--- config.mk ---
export PLATFORM = sky130hd
export DESIGN_NAME = foar_top
export DESIGN_NICKNAME = d
export VERILOG_FILES = /design/src/inc/foar_pkg.sv /design/src/verilog/foar_top.sv
export SDC_FILE = /design/constraint.sdc
export NUM_CORES = 2
export LEC_CHECK = 0
export BUFFER_PORTS_ARGS = -buffer_cell sky130_fd_sc_hd__buf_2
export CAP_MARGIN = 25
export CORE_UTILIZATION = 40
export CTS_BUF_LIST = sky130_fd_sc_hd__clkbuf_2 sky130_fd_sc_hd__clkbuf_4 sky130_fd_sc_hd__clkbuf_8
export CTS_CLUSTER_DIAMETER = 80
export DETAILED_ROUTE_END_ITERATION = 10
export GPL_TIMING_DRIVEN = 0
export PLACE_DENSITY_LB_ADDON = 0.08
export SYNTH_ARGS = -nofsm -noshare
export SYNTH_HDL_FRONTEND = slang
export SYNTH_SLANG_ARGS = --single-unit
--- constraint.sdc ---
create_clock -name CLK_SYS -period 18.3 [get_ports CLK_SYS]
set_clock_uncertainty 0.15 [all_clocks]
set_input_delay 0 -clock CLK_SYS [delete_from_list [all_inputs] [get_ports CLK_SYS]]
set_output_delay 0 -clock CLK_SYS [all_outputs]
set_load 0.03 [all_outputs]
--- src/inc/foar_pkg.sv ---
// constants, types and carriers of the fieldbus object access responder
// assumes one system clock; request fields valid in the cycle REQ_VALID is high
package foar_pkg;
  localparam logic [15:0] IDX_CMD   = 16'h6040;
  localparam logic [15:0] IDX_STATE = 16'h6041;
  localparam logic [15:0] IDX_VSET  = 16'h6042;
  localparam logic [15:0] IDX_VDEM  = 16'h6043;
  localparam logic [15:0] IDX_VMEAS = 16'h6044;
  localparam logic [15:0] IDX_ACC   = 16'h604F;
  localparam logic [15:0] IDX_DEC   = 16'h6050;
  localparam logic [15:0] IDX_MREQ  = 16'h6060;
  localparam logic [15:0] IDX_MACT  = 16'h6061;
  localparam logic [15:0] IDX_MAP   = 16'h1600;
  localparam int          AT_SPEED_BIT = 10;
  localparam int          MAP_ENTRIES  = 8;
  localparam logic [9:0]  MAP_MAX_BITS = 10'h040;
  localparam logic [7:0]  MODE_NONE    = 8'h00;
  localparam logic [7:0]  MODE_VEL     = 8'h02;
  localparam logic [2:0]  SEG_MAX_B    = 3'h4;
  localparam logic [15:0] RST_WORD     = 16'h0000;
  localparam logic [7:0]  RST_BYTE     = 8'h00;
  localparam logic [31:0] AB_NONE      = 32'h00000000;
  localparam logic [31:0] AB_TOGGLE    = 32'h05030000;
  localparam logic [31:0] AB_TIMEOUT   = 32'h05040000;
  localparam logic [31:0] AB_BAD_CMD   = 32'h05040001;
  localparam logic [31:0] AB_OVERFLOW  = 32'h05040005;
  localparam logic [31:0] AB_READ_WO   = 32'h06010001;
  localparam logic [31:0] AB_WRITE_RO  = 32'h06010002;
  localparam logic [31:0] AB_SUB_NZ    = 32'h06010003;
  localparam logic [31:0] AB_NO_OBJ    = 32'h06020000;
  localparam logic [31:0] AB_NO_MAP    = 32'h06040041;
  localparam logic [31:0] AB_MAP_FULL  = 32'h06040042;
  localparam logic [31:0] AB_STORE_HW  = 32'h06060000;
  localparam logic [31:0] AB_LEN       = 32'h06070010;
  localparam logic [31:0] AB_LEN_LONG  = 32'h06070012;
  localparam logic [31:0] AB_LEN_SHORT = 32'h06070013;
  localparam logic [31:0] AB_NO_SUB    = 32'h06090011;
  localparam logic [31:0] AB_RANGE     = 32'h06090030;
  localparam logic [31:0] AB_TOO_BIG   = 32'h06090031;
  localparam logic [31:0] AB_TOO_SMALL = 32'h06090032;
  localparam logic [31:0] AB_IDENT     = 32'h06090033;
  localparam logic [31:0] AB_LOW_LIM   = 32'h06090036;
  localparam logic [31:0] AB_NO_XFER   = 32'h08000020;
  localparam logic [31:0] AB_LOCAL     = 32'h08000021;
  localparam logic [31:0] AB_STATE     = 32'h08000022;
  // event numbers 81, 89, 111, 161
  localparam logic [7:0]  EV_NONE      = 8'h00;
  localparam logic [7:0]  EV_LINK      = 8'h51;
  localparam logic [7:0]  EV_DETACH    = 8'h59;
  localparam logic [7:0]  EV_SYNC_WARN = 8'h6F;
  localparam logic [7:0]  EV_SYNC_FLT  = 8'hA1;
  localparam int CLK_MHZ         = 100;
  localparam int SDO_TIMEOUT_US  = 1000;
  localparam int LINK_TIMEOUT_US = 1000;
  localparam int SYNC_TIMEOUT_US = 1000;
  localparam int SDO_TIMEOUT_CYC  = SDO_TIMEOUT_US * CLK_MHZ;
  localparam int LINK_TIMEOUT_CYC = LINK_TIMEOUT_US * CLK_MHZ;
  localparam int SYNC_TIMEOUT_CYC = SYNC_TIMEOUT_US * CLK_MHZ;

  typedef enum logic [2:0] {
    CMD_READ     = 3'h0,
    CMD_WRITE    = 3'h1,
    CMD_SEG_INIT = 3'h3,
    CMD_SEG_DATA = 3'h2
  } foar_cmd_e;
  typedef enum logic [1:0] {
    ACC_NONE = 2'h0,
    ACC_RO   = 2'h1,
    ACC_RW   = 2'h3,
    ACC_WO   = 2'h2
  } foar_acc_e;
  typedef enum logic {
    SEG_IDLE = 1'b0,
    SEG_RUN  = 1'b1
  } foar_seg_e;
  typedef struct packed {
    foar_cmd_e   cmd;
    logic [15:0] index;
    logic [7:0]  sub;
    logic [2:0]  len;
    logic [31:0] data;
    logic        toggle;
    logic        last;
  } foar_req_s;
  typedef struct packed {
    logic        abort;
    logic [31:0] code;
    logic [2:0]  len;
    logic [31:0] data;
  } foar_rsp_s;
endpackage : foar_pkg

--- src/verilog/foar_top.sv ---
// object access responder: checks each access, stores drive objects, raises link events
// assumes all inputs synchronous to CLK_SYS; one request per cycle may be offered
`timescale 1ns/1ps
module foar_top #(
  parameter int unsigned SDO_TIMEOUT  = foar_pkg::SDO_TIMEOUT_CYC,
  parameter int unsigned LINK_TIMEOUT = foar_pkg::LINK_TIMEOUT_CYC,
  parameter int unsigned SYNC_TIMEOUT = foar_pkg::SYNC_TIMEOUT_CYC
) (
  input  wire logic                CLK_SYS,
  input  wire logic                SYS_RST,
  input  wire logic                CLK_EN,
  input  wire logic                REQ_VALID,
  input  wire foar_pkg::foar_req_s REQ,
  input  wire logic [15:0]         DRIVE_STATUS,
  input  wire logic                MOTOR_AT_SPEED,
  input  wire logic [15:0]         VELOCITY_DEMAND,
  input  wire logic [15:0]         VELOCITY_MEASURED,
  input  wire logic [7:0]          MODE_ACTIVE,
  input  wire logic [15:0]         VELOCITY_LOWER_LIMIT,
  input  wire logic                XFER_BLOCKED,
  input  wire logic                LOCAL_CONTROL,
  input  wire logic                STATE_BLOCKED,
  input  wire logic                STORE_FAILED,
  input  wire logic                IDENT_MISMATCH,
  input  wire logic                HOST_FRAME,
  input  wire logic                SYNC_MODE,
  input  wire logic                SYNC_PACKET,
  input  wire logic                CMD_FROM_CARD,
  input  wire logic                CARD_PRESENT,
  output logic                     RSP_VALID,
  output foar_pkg::foar_rsp_s      RSP,
  output logic [15:0]              DRIVE_COMMAND,
  output logic [15:0]              VELOCITY_SETPOINT,
  output logic [15:0]              ACCEL_RAMP_TIME,
  output logic [15:0]              DECEL_RAMP_TIME,
  output logic [7:0]               MODE_REQUEST,
  output logic                     LINK_TIMEOUT_WARNING,
  output logic                     SYNC_LOSS_WARNING,
  output logic                     SYNC_LOSS_FAULT,
  output logic                     CARD_DETACHED_WARNING,
  output logic [7:0]               EVENT_ID
);
  // ----------------------------------------------------------------
  // object decode
  // ----------------------------------------------------------------
  function automatic foar_pkg::foar_acc_e f_acc(input logic [15:0] idx);
    unique case (idx)
      foar_pkg::IDX_CMD, foar_pkg::IDX_VSET, foar_pkg::IDX_ACC, foar_pkg::IDX_DEC,
      foar_pkg::IDX_MREQ, foar_pkg::IDX_MAP: f_acc = foar_pkg::ACC_RW;
      foar_pkg::IDX_STATE, foar_pkg::IDX_VDEM, foar_pkg::IDX_VMEAS,
      foar_pkg::IDX_MACT: f_acc = foar_pkg::ACC_RO;
      default: f_acc = foar_pkg::ACC_NONE;
    endcase
  endfunction : f_acc

  function automatic logic [2:0] f_size(input logic [15:0] idx, input logic [7:0] sub);
    if (idx == foar_pkg::IDX_MAP)
      f_size = (sub == 8'h00) ? 3'h1 : 3'h4;
    else if (idx == foar_pkg::IDX_MREQ || idx == foar_pkg::IDX_MACT)
      f_size = 3'h1;
    else
      f_size = 3'h2;
  endfunction : f_size

  function automatic logic f_mappable(input logic [15:0] idx);
    f_mappable = idx == foar_pkg::IDX_CMD || idx == foar_pkg::IDX_STATE || idx == foar_pkg::IDX_VSET ||
                 idx == foar_pkg::IDX_VMEAS || idx == foar_pkg::IDX_MREQ || idx == foar_pkg::IDX_MACT;
  endfunction : f_mappable

  // ----------------------------------------------------------------
  // state
  // ----------------------------------------------------------------
  foar_pkg::foar_seg_e seg_st;
  logic [15:0]         seg_idx;
  logic [7:0]          seg_sub, map_cnt;
  logic                seg_tgl;
  logic [2:0]          seg_bytes;
  logic [31:0]         seg_buf, seg_tmr;
  logic [31:0]         map_ent [foar_pkg::MAP_ENTRIES];
  logic [31:0]         link_tmr, sync_tmr;

  foar_pkg::foar_req_s eff;
  foar_pkg::foar_acc_e acc;
  logic [31:0]         pre, chk, rd, new_buf;
  logic                take, wr, rec, seg_end, seg_step, seg_tout, wr_ok;
  logic [2:0]          sz, new_len;
  logic [11:0]         sum_ex, sum_n;

  // ----------------------------------------------------------------
  // request evaluation
  // ----------------------------------------------------------------
  always_comb begin
    eff      = REQ;
    pre      = foar_pkg::AB_NONE;
    take     = 1'b0;
    seg_end  = 1'b0;
    seg_step = 1'b0;
    new_len  = 3'(seg_bytes + REQ.len);
    new_buf  = seg_buf | (REQ.data << {seg_bytes, 3'b000});
    seg_tout = seg_st == foar_pkg::SEG_RUN && seg_tmr >= 32'(SDO_TIMEOUT - 1) && !REQ_VALID;
    if (REQ_VALID) begin
      unique case (REQ.cmd)
        foar_pkg::CMD_READ, foar_pkg::CMD_WRITE: take = 1'b1;
        foar_pkg::CMD_SEG_INIT: take = 1'b0;
        foar_pkg::CMD_SEG_DATA: begin
          seg_end = 1'b1;
          if (seg_st == foar_pkg::SEG_IDLE)
            pre = foar_pkg::AB_BAD_CMD;
          else if (REQ.toggle != seg_tgl)
            pre = foar_pkg::AB_TOGGLE;
          else if ({1'b0, seg_bytes} + {1'b0, REQ.len} > {1'b0, foar_pkg::SEG_MAX_B})
            pre = foar_pkg::AB_OVERFLOW;
          else if (REQ.last) begin
            take      = 1'b1;
            eff.cmd   = foar_pkg::CMD_WRITE;
            eff.index = seg_idx;
            eff.sub   = seg_sub;
            eff.len   = new_len;
            eff.data  = new_buf;
          end else begin
            seg_end  = 1'b0;
            seg_step = 1'b1;
          end
        end
        default: pre = foar_pkg::AB_BAD_CMD;
      endcase
    end
  end

  always_comb begin
    sum_ex = 12'h000;
    sum_n  = 12'h000;
    for (int i = 0; i < foar_pkg::MAP_ENTRIES; i++) begin
      if (8'(i) < map_cnt && 8'(i + 1) != eff.sub)
        sum_ex = sum_ex + {4'h0, map_ent[i][7:0]};
      if (8'(i) < eff.data[7:0])
        sum_n = sum_n + {4'h0, map_ent[i][7:0]};
    end
  end

  // checks in fixed order; the first failure is the only answer
  always_comb begin
    wr  = eff.cmd == foar_pkg::CMD_WRITE;
    rec = eff.index == foar_pkg::IDX_MAP;
    acc = f_acc(eff.index);
    sz  = f_size(eff.index, eff.sub);
    chk = foar_pkg::AB_NONE;
    if (acc == foar_pkg::ACC_NONE)
      chk = foar_pkg::AB_NO_OBJ;
    else if (!rec && eff.sub != 8'h00)
      chk = wr ? foar_pkg::AB_SUB_NZ : foar_pkg::AB_NO_SUB;
    else if (rec && eff.sub > 8'(foar_pkg::MAP_ENTRIES))
      chk = foar_pkg::AB_NO_SUB;
    else if (!wr && acc == foar_pkg::ACC_WO)
      chk = foar_pkg::AB_READ_WO;
    else if (wr && acc == foar_pkg::ACC_RO)
      chk = foar_pkg::AB_WRITE_RO;
    else if (wr && XFER_BLOCKED)
      chk = foar_pkg::AB_NO_XFER;
    else if (wr && LOCAL_CONTROL)
      chk = foar_pkg::AB_LOCAL;
    else if (wr && STATE_BLOCKED)
      chk = foar_pkg::AB_STATE;
    else if (wr && rec && IDENT_MISMATCH)
      chk = foar_pkg::AB_IDENT;
    else if (wr && eff.len == 3'h0)
      chk = foar_pkg::AB_LEN;
    else if (wr && eff.len > sz)
      chk = foar_pkg::AB_LEN_LONG;
    else if (wr && eff.len < sz)
      chk = foar_pkg::AB_LEN_SHORT;
    else if (wr && eff.index == foar_pkg::IDX_MREQ &&
             eff.data[7:0] != foar_pkg::MODE_VEL && eff.data[7:0] != foar_pkg::MODE_NONE)
      chk = foar_pkg::AB_RANGE;
    else if (wr && (eff.index == foar_pkg::IDX_ACC || eff.index == foar_pkg::IDX_DEC) && eff.data[15])
      chk = foar_pkg::AB_TOO_SMALL;
    else if (wr && eff.index == foar_pkg::IDX_VSET &&
             $signed(eff.data[15:0]) < $signed(VELOCITY_LOWER_LIMIT))
      chk = foar_pkg::AB_LOW_LIM;
    else if (wr && rec && eff.sub == 8'h00 && eff.data[7:0] > 8'(foar_pkg::MAP_ENTRIES))
      chk = foar_pkg::AB_TOO_BIG;
    else if (wr && rec && eff.sub == 8'h00 && sum_n > {2'b00, foar_pkg::MAP_MAX_BITS})
      chk = foar_pkg::AB_MAP_FULL;
    else if (wr && rec && eff.sub != 8'h00 && !f_mappable(eff.data[31:16]))
      chk = foar_pkg::AB_NO_MAP;
    else if (wr && rec && eff.sub != 8'h00 && sum_ex + {4'h0, eff.data[7:0]} > {2'b00, foar_pkg::MAP_MAX_BITS})
      chk = foar_pkg::AB_MAP_FULL;
    else if (wr && STORE_FAILED)
      chk = foar_pkg::AB_STORE_HW;
  end

  always_comb begin
    rd = 32'h00000000;
    unique case (eff.index)
      foar_pkg::IDX_CMD:   rd = {16'h0000, DRIVE_COMMAND};
      foar_pkg::IDX_STATE: rd = {16'h0000, DRIVE_STATUS[15:11], MOTOR_AT_SPEED, DRIVE_STATUS[9:0]};
      foar_pkg::IDX_VSET:  rd = {16'h0000, VELOCITY_SETPOINT};
      foar_pkg::IDX_VDEM:  rd = {16'h0000, VELOCITY_DEMAND};
      foar_pkg::IDX_VMEAS: rd = {16'h0000, VELOCITY_MEASURED};
      foar_pkg::IDX_ACC:   rd = {16'h0000, ACCEL_RAMP_TIME};
      foar_pkg::IDX_DEC:   rd = {16'h0000, DECEL_RAMP_TIME};
      foar_pkg::IDX_MREQ:  rd = {24'h000000, MODE_REQUEST};
      foar_pkg::IDX_MACT:  rd = {24'h000000, MODE_ACTIVE};
      foar_pkg::IDX_MAP:   rd = (eff.sub == 8'h00) ? {24'h000000, map_cnt} : map_ent[eff.sub[2:0] - 3'h1];
      default:             rd = 32'h00000000;
    endcase
  end

  assign wr_ok = take && wr && chk == foar_pkg::AB_NONE;

  // ----------------------------------------------------------------
  // response
  // ----------------------------------------------------------------
  always_ff @(posedge CLK_SYS or posedge SYS_RST) begin
    if (SYS_RST) begin
      RSP_VALID <= 1'b0;
      RSP       <= '0;
    end else if (CLK_EN) begin
      RSP_VALID <= REQ_VALID || seg_tout;
      RSP       <= '0;
      if (seg_tout) begin
        RSP.abort <= 1'b1;
        RSP.code  <= foar_pkg::AB_TIMEOUT;
      end else if (pre != foar_pkg::AB_NONE) begin
        RSP.abort <= 1'b1;
        RSP.code  <= pre;
      end else if (take && chk != foar_pkg::AB_NONE) begin
        RSP.abort <= 1'b1;
        RSP.code  <= chk;
      end else if (take && !wr) begin
        RSP.len  <= sz;
        RSP.data <= rd;
      end
    end
  end

  // ----------------------------------------------------------------
  // segmented transfer
  // ----------------------------------------------------------------
  always_ff @(posedge CLK_SYS or posedge SYS_RST) begin
    if (SYS_RST) begin
      seg_st    <= foar_pkg::SEG_IDLE;
      seg_idx   <= foar_pkg::RST_WORD;
      seg_sub   <= foar_pkg::RST_BYTE;
      seg_tgl   <= 1'b0;
      seg_bytes <= 3'h0;
      seg_buf   <= 32'h00000000;
      seg_tmr   <= 32'h00000000;
    end else if (CLK_EN) begin
      if (REQ_VALID && REQ.cmd == foar_pkg::CMD_SEG_INIT) begin
        seg_st    <= foar_pkg::SEG_RUN;
        seg_idx   <= REQ.index;
        seg_sub   <= REQ.sub;
        seg_tgl   <= 1'b0;
        seg_bytes <= 3'h0;
        seg_buf   <= 32'h00000000;
        seg_tmr   <= 32'h00000000;
      end else if (seg_step) begin
        seg_tgl   <= ~seg_tgl;
        seg_bytes <= new_len;
        seg_buf   <= new_buf;
        seg_tmr   <= 32'h00000000;
      end else if (seg_end || seg_tout) begin
        seg_st <= foar_pkg::SEG_IDLE;
      end else if (seg_st == foar_pkg::SEG_RUN) begin
        seg_tmr <= seg_tmr + 32'h00000001;
      end
    end
  end

  // ----------------------------------------------------------------
  // object store
  // ----------------------------------------------------------------
  always_ff @(posedge CLK_SYS or posedge SYS_RST) begin
    if (SYS_RST) begin
      DRIVE_COMMAND     <= foar_pkg::RST_WORD;
      VELOCITY_SETPOINT <= foar_pkg::RST_WORD;
      ACCEL_RAMP_TIME   <= foar_pkg::RST_WORD;
      DECEL_RAMP_TIME   <= foar_pkg::RST_WORD;
      MODE_REQUEST      <= foar_pkg::RST_BYTE;
    end else if (CLK_EN && wr_ok) begin
      unique case (eff.index)
        foar_pkg::IDX_CMD:  DRIVE_COMMAND     <= eff.data[15:0];
        foar_pkg::IDX_VSET: VELOCITY_SETPOINT <= eff.data[15:0];
        foar_pkg::IDX_ACC:  ACCEL_RAMP_TIME   <= eff.data[15:0];
        foar_pkg::IDX_DEC:  DECEL_RAMP_TIME   <= eff.data[15:0];
        foar_pkg::IDX_MREQ: MODE_REQUEST      <= eff.data[7:0];
        default: ;
      endcase
    end
  end

  always_ff @(posedge CLK_SYS or posedge SYS_RST) begin
    if (SYS_RST) begin
      map_cnt <= foar_pkg::RST_BYTE;
      for (int i = 0; i < foar_pkg::MAP_ENTRIES; i++)
        map_ent[i] <= 32'h00000000;
    end else if (CLK_EN && wr_ok && rec) begin
      if (eff.sub == 8'h00)
        map_cnt <= eff.data[7:0];
      else
        map_ent[eff.sub[2:0] - 3'h1] <= eff.data;
    end
  end

  // ----------------------------------------------------------------
  // link events
  // ----------------------------------------------------------------
  always_ff @(posedge CLK_SYS or posedge SYS_RST) begin
    if (SYS_RST) begin
      link_tmr             <= 32'h00000000;
      LINK_TIMEOUT_WARNING <= 1'b0;
    end else if (CLK_EN) begin
      if (HOST_FRAME || REQ_VALID) begin
        link_tmr             <= 32'h00000000;
        LINK_TIMEOUT_WARNING <= 1'b0;
      end else if (link_tmr >= 32'(LINK_TIMEOUT - 1)) begin
        LINK_TIMEOUT_WARNING <= 1'b1;
      end else begin
        link_tmr <= link_tmr + 32'h00000001;
      end
    end
  end

  always_ff @(posedge CLK_SYS or posedge SYS_RST) begin
    if (SYS_RST) begin
      sync_tmr          <= 32'h00000000;
      SYNC_LOSS_WARNING <= 1'b0;
      SYNC_LOSS_FAULT   <= 1'b0;
    end else if (CLK_EN) begin
      if (!SYNC_MODE || SYNC_PACKET) begin
        sync_tmr          <= 32'h00000000;
        SYNC_LOSS_WARNING <= 1'b0;
        SYNC_LOSS_FAULT   <= 1'b0;
      end else if (sync_tmr >= 32'(SYNC_TIMEOUT - 1)) begin
        SYNC_LOSS_FAULT   <= CMD_FROM_CARD;
        SYNC_LOSS_WARNING <= ~CMD_FROM_CARD;
      end else begin
        sync_tmr <= sync_tmr + 32'h00000001;
      end
    end
  end

  always_ff @(posedge CLK_SYS or posedge SYS_RST) begin
    if (SYS_RST)
      CARD_DETACHED_WARNING <= 1'b0;
    else if (CLK_EN)
      CARD_DETACHED_WARNING <= ~CARD_PRESENT;
  end

  // highest-severity active event number, one cycle behind the flags
  always_ff @(posedge CLK_SYS or posedge SYS_RST) begin
    if (SYS_RST)
      EVENT_ID <= foar_pkg::EV_NONE;
    else if (CLK_EN) begin
      if (SYNC_LOSS_FAULT)
        EVENT_ID <= foar_pkg::EV_SYNC_FLT;
      else if (SYNC_LOSS_WARNING)
        EVENT_ID <= foar_pkg::EV_SYNC_WARN;
      else if (CARD_DETACHED_WARNING)
        EVENT_ID <= foar_pkg::EV_DETACH;
      else if (LINK_TIMEOUT_WARNING)
        EVENT_ID <= foar_pkg::EV_LINK;
      else
        EVENT_ID <= foar_pkg::EV_NONE;
    end
  end
endmodule : foar_top

# After elaboration in Yosys (flattened, before gate mapping)
# Index checks and enable logic that the tools add are counted.
# word_totals
regBits	574
# classes
n_shift	1
muxes	111
reduce_logical	93
addsub	21
bitwise	6
eq_ne	36
magnitude_cmp	29
# op_table
op	count
2-to-1 mux 32 bit	15
2-to-1 mux 27 bit	15
2-to-1 mux 62 bit	6
one-hot mux 32 bit (10 select lines)	1
bitwise mux 256 bit	1
equality test 16 x 15 -> 1 bit, second input constant	15
2-to-1 mux 28 bit	8
adder 12 x 8 -> 12 bit	15
2-to-1 mux 12 bit	14
2-to-1 mux 35 bit	4
2-to-1 mux 33 bit	3
adder 32 x 1 -> 32 bit, second input constant	3
binary-select mux 32 bit (select 3 bit)	1
demux 32 bit (select 3 bit)	1
greater-or-equal comparator 32 x 17 -> 1 bit, second input constant	3
< comparator 3 x 8 -> 1 bit, first input constant	8
nonzero test 32 bit	2
one-hot mux 27 bit (2 select lines)	1
logical AND 1 bit	44
zero test 32 bit	1
< comparator 1 x 8 -> 1 bit, first input constant	4
< comparator 2 x 8 -> 1 bit, first input constant	4
!= test 3 x 8 -> 1 bit, first input constant	4
bitwise OR 32 bit	1
other kinds (49)	123

# Depth between registers and ports, before layout
# logic_depth
depth_word	52
depth_mapped	75
mapped_depth_nobuf	66

# Least setup slack after synthesis
# Ideal clock, no wire load.
# synth_timing
kind	flip-flop to flip-flop
start	register seg_bytes[0]
end	register map_ent[209] (netlist name)
t_arrival_ns	13.527
slack_ns	4.495
period_less_slack_ns	13.805
path_buffers	8
path_stages_with_launch	71
t_required_ns	18.022
path_cell_list	dfrtp_1 ha_1 fa_1 xnor2_1 o211a_1 buf_2 nand2_1 buf_2 clkbuf_1 clkbuf_1 clkbuf_1 nand2_1 nand2_1 clkbuf_1 clkbuf_1 ha_1 nand4_1 nand2_1 [35 not listed] ha_1 o21a_1 o31a_1 a21oi_1 nor2_1 a31oi_1 ha_1 o21a_1 nor2_1 nand3b_1 a211o_1 a311o_1 or3_1 nand4_2 nor2_4 nor4_4 buf_6 mux2_1
# synth_via
elab_chain_cells	51
word_cells_on_any_way	181
classes_between	add/sub (18); order compare (18); eq/ne (28); shift (1); mux (55); bitwise (3); reduce/logical (58)
# synth_lines
element	line_no	source
from (decl)	foar_top.sv:77	logic [2:0] seg_bytes;
from (signal assigned)	foar_top.sv:260	seg_bytes <= new_len;
adder 3 x 3 -> 4 bit	foar_top.sv:111	else if ({1'b0, seg_bytes} + {1'b0, REQ.len} > {1'b0, foar_pkg::SEG_MAX_B})
> comparator 4 x 3 -> 1 bit	foar_top.sv:111	
2-to-1 mux 62 bit	foar_top.sv:111	
2-to-1 mux 62 bit	foar_top.sv:109	else if (REQ.toggle != seg_tgl)
2-to-1 mux 62 bit	foar_top.sv:107	if (seg_st == foar_pkg::SEG_IDLE)
2-to-1 mux 62 bit	foar_top.sv:102	unique case (REQ.cmd)
2-to-1 mux 62 bit	foar_top.sv:101	if (REQ_VALID) begin
!= test 1 x 8 -> 1 bit	foar_top.sv:134	if (8'(i) < map_cnt && 8'(i + 1) != eff.sub)
[34 not listed]	n/a	
2-to-1 mux 28 bit	foar_top.sv:154	else if (!wr && acc == foar_pkg::ACC_WO)
2-to-1 mux 28 bit	foar_top.sv:152	else if (rec && eff.sub > 8'(foar_pkg::MAP_ENTRIES))
2-to-1 mux 28 bit	foar_top.sv:150	else if (!rec && eff.sub != 8'h00)
2-to-1 mux 28 bit	foar_top.sv:148	if (acc == foar_pkg::ACC_NONE)
zero test 32 bit	foar_top.sv:209	assign wr_ok = take && wr && chk == foar_pkg::AB_NONE;
logical AND 1 bit	foar_top.sv:209	
logical AND 1 bit (2 in a row)	foar_top.sv:298	end else if (CLK_EN && wr_ok && rec) begin
AND reduction 2 bit (no line)	n/a	
to (signal, indexed assignment)	foar_top.sv:302	map_ent[eff.sub[2:0] - 3'h1] <= eff.data;
to (decl)	foar_top.sv:79	logic [31:0] map_ent [foar_pkg::MAP_ENTRIES];
# Several ways; a longest one is shown, not always the timed one.
# A chain may end at the register's enable or synchronous reset.

# Worst setup path in the final report
# layout_timing
start	register seg_bytes[0]
end	register RSP[53] (netlist name)
# layout_via
elab_chain_cells	51
word_cells_on_any_way	177
classes_between	add/sub (17); order compare (16); eq/ne (28); shift (1); mux (60); bitwise (1); reduce/logical (54)
# layout_lines
element	line_no	source
adder 3 x 3 -> 4 bit	foar_top.sv:111	
> comparator 4 x 3 -> 1 bit	foar_top.sv:111	
2-to-1 mux 62 bit	foar_top.sv:111	
2-to-1 mux 62 bit	foar_top.sv:109	
2-to-1 mux 62 bit	foar_top.sv:107	
2-to-1 mux 62 bit	foar_top.sv:102	
2-to-1 mux 62 bit	foar_top.sv:101	
!= test 1 x 8 -> 1 bit	foar_top.sv:134	
[35 not listed]	n/a	
2-to-1 mux 28 bit	foar_top.sv:152	
2-to-1 mux 28 bit	foar_top.sv:150	
2-to-1 mux 28 bit	foar_top.sv:148	
nonzero test 32 bit	foar_top.sv:227	end else if (take && chk != foar_pkg::AB_NONE) begin
logical AND 1 bit	foar_top.sv:227	
2-to-1 mux 33 bit	foar_top.sv:227	
2-to-1 mux 33 bit *	foar_top.sv:224	end else if (pre != foar_pkg::AB_NONE) begin
2-to-1 mux 33 bit *	foar_top.sv:221	if (seg_tout) begin
to (decl)	foar_top.sv:31	output foar_pkg::foar_rsp_s RSP,
# Mark *: on every way between the ends. The rest lies on a longest branch, timed or not.

==> summary.md <==
## Final layout
• **final net count** 4,670
• **footprint of the flip-flops and latches** 0.01389 mm²
• **Multi-input gate area** 0.01975 mm²
• **total of fill cells in the finished design** 8,381
• **count of placed standard cells in the final layout, fillers left out** 5,591
• **share of cells above drive strength 1** 0.1614
• **area added between synthesis and finish** 20.48%
• **Post-Layout Inst Area** 0.04215 mm²

## Logic synthesis
• **fraction of synthesized cell area taken by the top area cell type** 0.3970
• **synthesis warning total** 0
• **Synth cell types** 110
• **number of register bits inferred by synthesis** 555
• **number of enable-type register cells in the synthesized netlist** 0
• **post-synthesis instance area** 0.03498 mm²
• **register area share after synthesis** 0.3970
• **number of instances in the synthesized netlist** 3,757
• **Area contributors post-synth** sky130_fd_sc_hd__dfrtp_1, sky130_fd_sc_hd__mux2_1, sky130_fd_sc_hd__ha_1
• **prevailing post-synth register cell** sky130_fd_sc_hd__dfrtp_1
• **cell with the most instances after synthesis** sky130_fd_sc_hd__dfrtp_1
• **mean instance size in the synthesized netlist** 9.312 µm²
• **most frequent cells after synthesis** sky130_fd_sc_hd__dfrtp_1, sky130_fd_sc_hd__nor2_1, sky130_fd_sc_hd__nand2_1
• **fraction of registers with async set/reset** 1.000
• **top cell type by total area after synthesis** sky130_fd_sc_hd__dfrtp_1

## STA
• **max-slew violation count** 0
• **minimum clock period after layout** 17.11 ns
• **Tcrit/Tclk final** 0.9348
• **worst slew slack as a fraction of its limit** 0.2664
• **final hold violation count** 0
• **FMAX** 58.46 MHz
• **summed negative setup slack over all endpoints** 0 ns
• **number of setup violations in the final report** 0
• **worst slew pin tran** 1.100 ns
• **setup repair after global routing missed its margin** false
• **fin worst setup slack** 1.194 ns
• **worst-case hold slack** 0.1115 ns

## Place
• **DP Area** 0.03813 mm²
• **placed cells** 5,226
• **count of buffers inserted at the top-level ports** 281
• **pre-CTS worst setup slack** 0.6744 ns
• **routability cong.** 0.9859
• **sum of net half-perimeters after detailed placement** 103,100 µm

## Routing
• **Routed WL per cell** 24.41 µm
• **WL final** 136,500 µm
• **drt drc** 0
• **total number of vias** 32,036
• **iteration-0 DRC count of the detailed router** 2,744
• **drt via density** 5.730
• **number of iterations in the first detailed-routing pass** 6
• **antenna viol nets, final** 0

## Job
• **Max Cap Viol** 0

## Power
• **part of the total power dissipated in combinational logic** 0.159
• **switching part of the total power** 0.2982
• **Sequential Power Share** 0.427
• **Int Pwr** 0.002157 W
• **reported leakage power** 20.83 nW
• **largest voltage drop on the vdd net** 0.00006041 V
• **clock power share** 0.414
• **switching component of the power** 0.0009165 W
• **Power Density** 72.92 mW/mm²

## Clock tree
• **clock tree from TritonCTS** built
• **clock slew at the register clock pins of the worst setup and hold paths** 0.06 ns
• **H-Tree Level Count** 3
• **CTS Root Cell** sky130_fd_sc_hd__clkbuf_8
• **Skew-Pair Late Insertion Delay** 0.77 ns
• **total clock buffers created by CTS** 101
• **clk sink count** 555
• **Clock Path Buffers** 3

## Worst hold path
• **hold-critical path depth** 5
• **startpoint of the worst hold path** REQ[15]
• **Min-Delay Endpoint** seg_buf[13]
• **class of the tightest hold or removal check** input port to flip-flop

## Floorplan
• **I/O pin count** 304
• **initial core utilization** 0.4033
• **Core ar.** 0.08675 mm²
• **Die X** 297.7 µm
• **Die Area** 0.08865 mm²
• **chip height** 297.7 µm
• **Cell Rows** 108

## Setup path
• **worst flop-to-flop path startpoint** seg_bytes[0]
• **critical path startpoint category** flip-flop
• **slack of the worst reg-to-reg path** 1.19 ns
• **Critical Path AT** 17.59 ns
• **critical-path cell with the highest stage delay** sky130_fd_sc_hd__dlygate4sd3_1
• **maximum fanout encountered on the critical timing path** 19
• **Worst setup EP type** flip-flop
• **Worst Reg2Reg Path Length in Cells** 71
• **crit-path most repeated cell** sky130_fd_sc_hd__ha_1
• **Required @ worst endpoint** 18.79 ns
• **worst reg2reg endpoint** RSP[53]
• **worst setup path class** flip-flop to flip-flop
• **longest individual stage delay on the worst path** 0.57 ns

## GRT
• **via count of the first global-routing pass** 31,326
• **first-pass GRT wire length** 203,400 µm
• **total grt overflow** 0
• **initial antenna violation count** 10
• **aggregate global-route resource usage** 0.3053
• **maximum number of pins on one net before global-route repair** 120

## Run status
• **result of the run** complete, no violations

==> registers in the layout, indices dropped and copies added (netlist names), 32 cells and up <==
signal    flops
map_ent     256
RSP          50
link_tmr     32
seg_buf      32
seg_tmr      32
sync_tmr     32
==> per-stage QoR <==
step | power, W | util
2_1_floorplan | 0.001611 | -
3_3_place_gp | 0.001771 | 0.4369
3_5_place_dp | 0.001775 | 0.4395
4_1_cts | 0.003090 | 0.4850
5_1_grt | 0.003198 | 0.4857
6_report | 0.003073 | 0.4858
==> power by group through the flow <==
| stage | registers [W] | clock network [W] | logic [W] |
|---|---|---|---|
| 2_1_floorplan | 0.00133 | 0 | 0.000280 |
| 3_5_place_dp | 0.00133 | 0 | 0.000444 |
| 3_3_place_gp | 0.00133 | 0 | 0.000438 |
| 4_1_cts | 0.00131 | 0.00130 | 0.000481 |
| 5_1_grt | 0.00132 | 0.00135 | 0.000532 |
| 6_report | 0.00131 | 0.00127 | 0.000490 |
==> critical path, delay by kind of cell (launching register included) <==
family                   cells  cell delay, ns
AND/OR/NAND/NOR             16            2.49
XOR/XNOR                     2            0.44
buffers and inverters       10            3.63
adder cells (fa/ha/maj)     12            3.78
multiplexers                 2            0.57
flip-flops                   1            0.37
AO/OA/AOI/OAI               29            5.48
==> per-layer routing <==
layer  wire length, µm  global-route usage  part of all wire  vias up
met1             59650              0.4090              0.44    15756
met4              5593              0.1249             0.041       10
met2             62010              0.4828              0.45     1199
met3              9148             0.05900             0.067      284
met5                99                   0           0.00073        -
li1                  -                   -                 -    14787
==> cells by family (layout without fill, tap and decap cells) <==
logic type               after synthesis  count (layout)  share of synthesized area
flip-flops                           555             555                     0.3970
AO/OA/AOI/OAI                        927             927                     0.1793
adder cells (fa/ha/maj)              166             166                    0.06266
AND/OR/NAND/NOR                     1359            1359                     0.1898
buffers and inverters                318             975                    0.04084
multiplexers                         313             313                    0.09961
other                                  1              23                  0.0001072
XOR/XNOR                             118             118                    0.03076
==> what timing repair did <==
action / CTS / global route
buffers inserted: 0 / 0
gates resized for setup: 0 / 12
setup endpoints to repair: 0 / 322
hold buffers: 179 / 0
endpoints found under the hold margin: 403 / 0
==> worst max path at each step <==
stage	from	endpoint	cells past startpoint	slack (ns)
4_1_cts	seg_bytes[0]	RSP[53]	70	0.13
3_5_place_dp	seg_bytes[0]	ACCEL_RAMP_TIME[0]	68	0.67
2_1_floorplan	SYS_RST	ACCEL_RAMP_TIME[0]	1	2.63
5_1_grt	seg_bytes[0]	RSP[53]	71	0.05
6_report	seg_bytes[0]	RSP[53]	71	1.19
3_3_place_gp	SYS_RST	RSP[23]	2	-4.64
==> area by class of cell <==
type	instances	share of cell area
Sequential cell	555	0.3295
Tap cell	1155	0.03429
Timing Repair Buffer	480	0.08226
Multi-Input combinational cell	2901	0.4685
Inverter	126	0.01140
Clock buffer	151	0.04501
Antenna cell	5	0.0002969
Buffer	190	0.02265
Clock inverter	28	0.006086
==> cell usage in the layout (no fill, tap or decap), drive strengths merged, types with 41 or more instances in the layout <==
master and count:
xnor2 54, nor3 76, mux2i 41, nand4 46
o21ai 187, a21oi 189, clkbuf 277, buf 365
nand3 84, or2 41, mux2 271, nor2 425
o22ai 84, inv 128, dfrtp 555, dlygate4sd3 179
a21o 62, nor2b 114, nand2 361, xor2 62
nor4 45, ha 148
(Power assumes the default switching activity.)
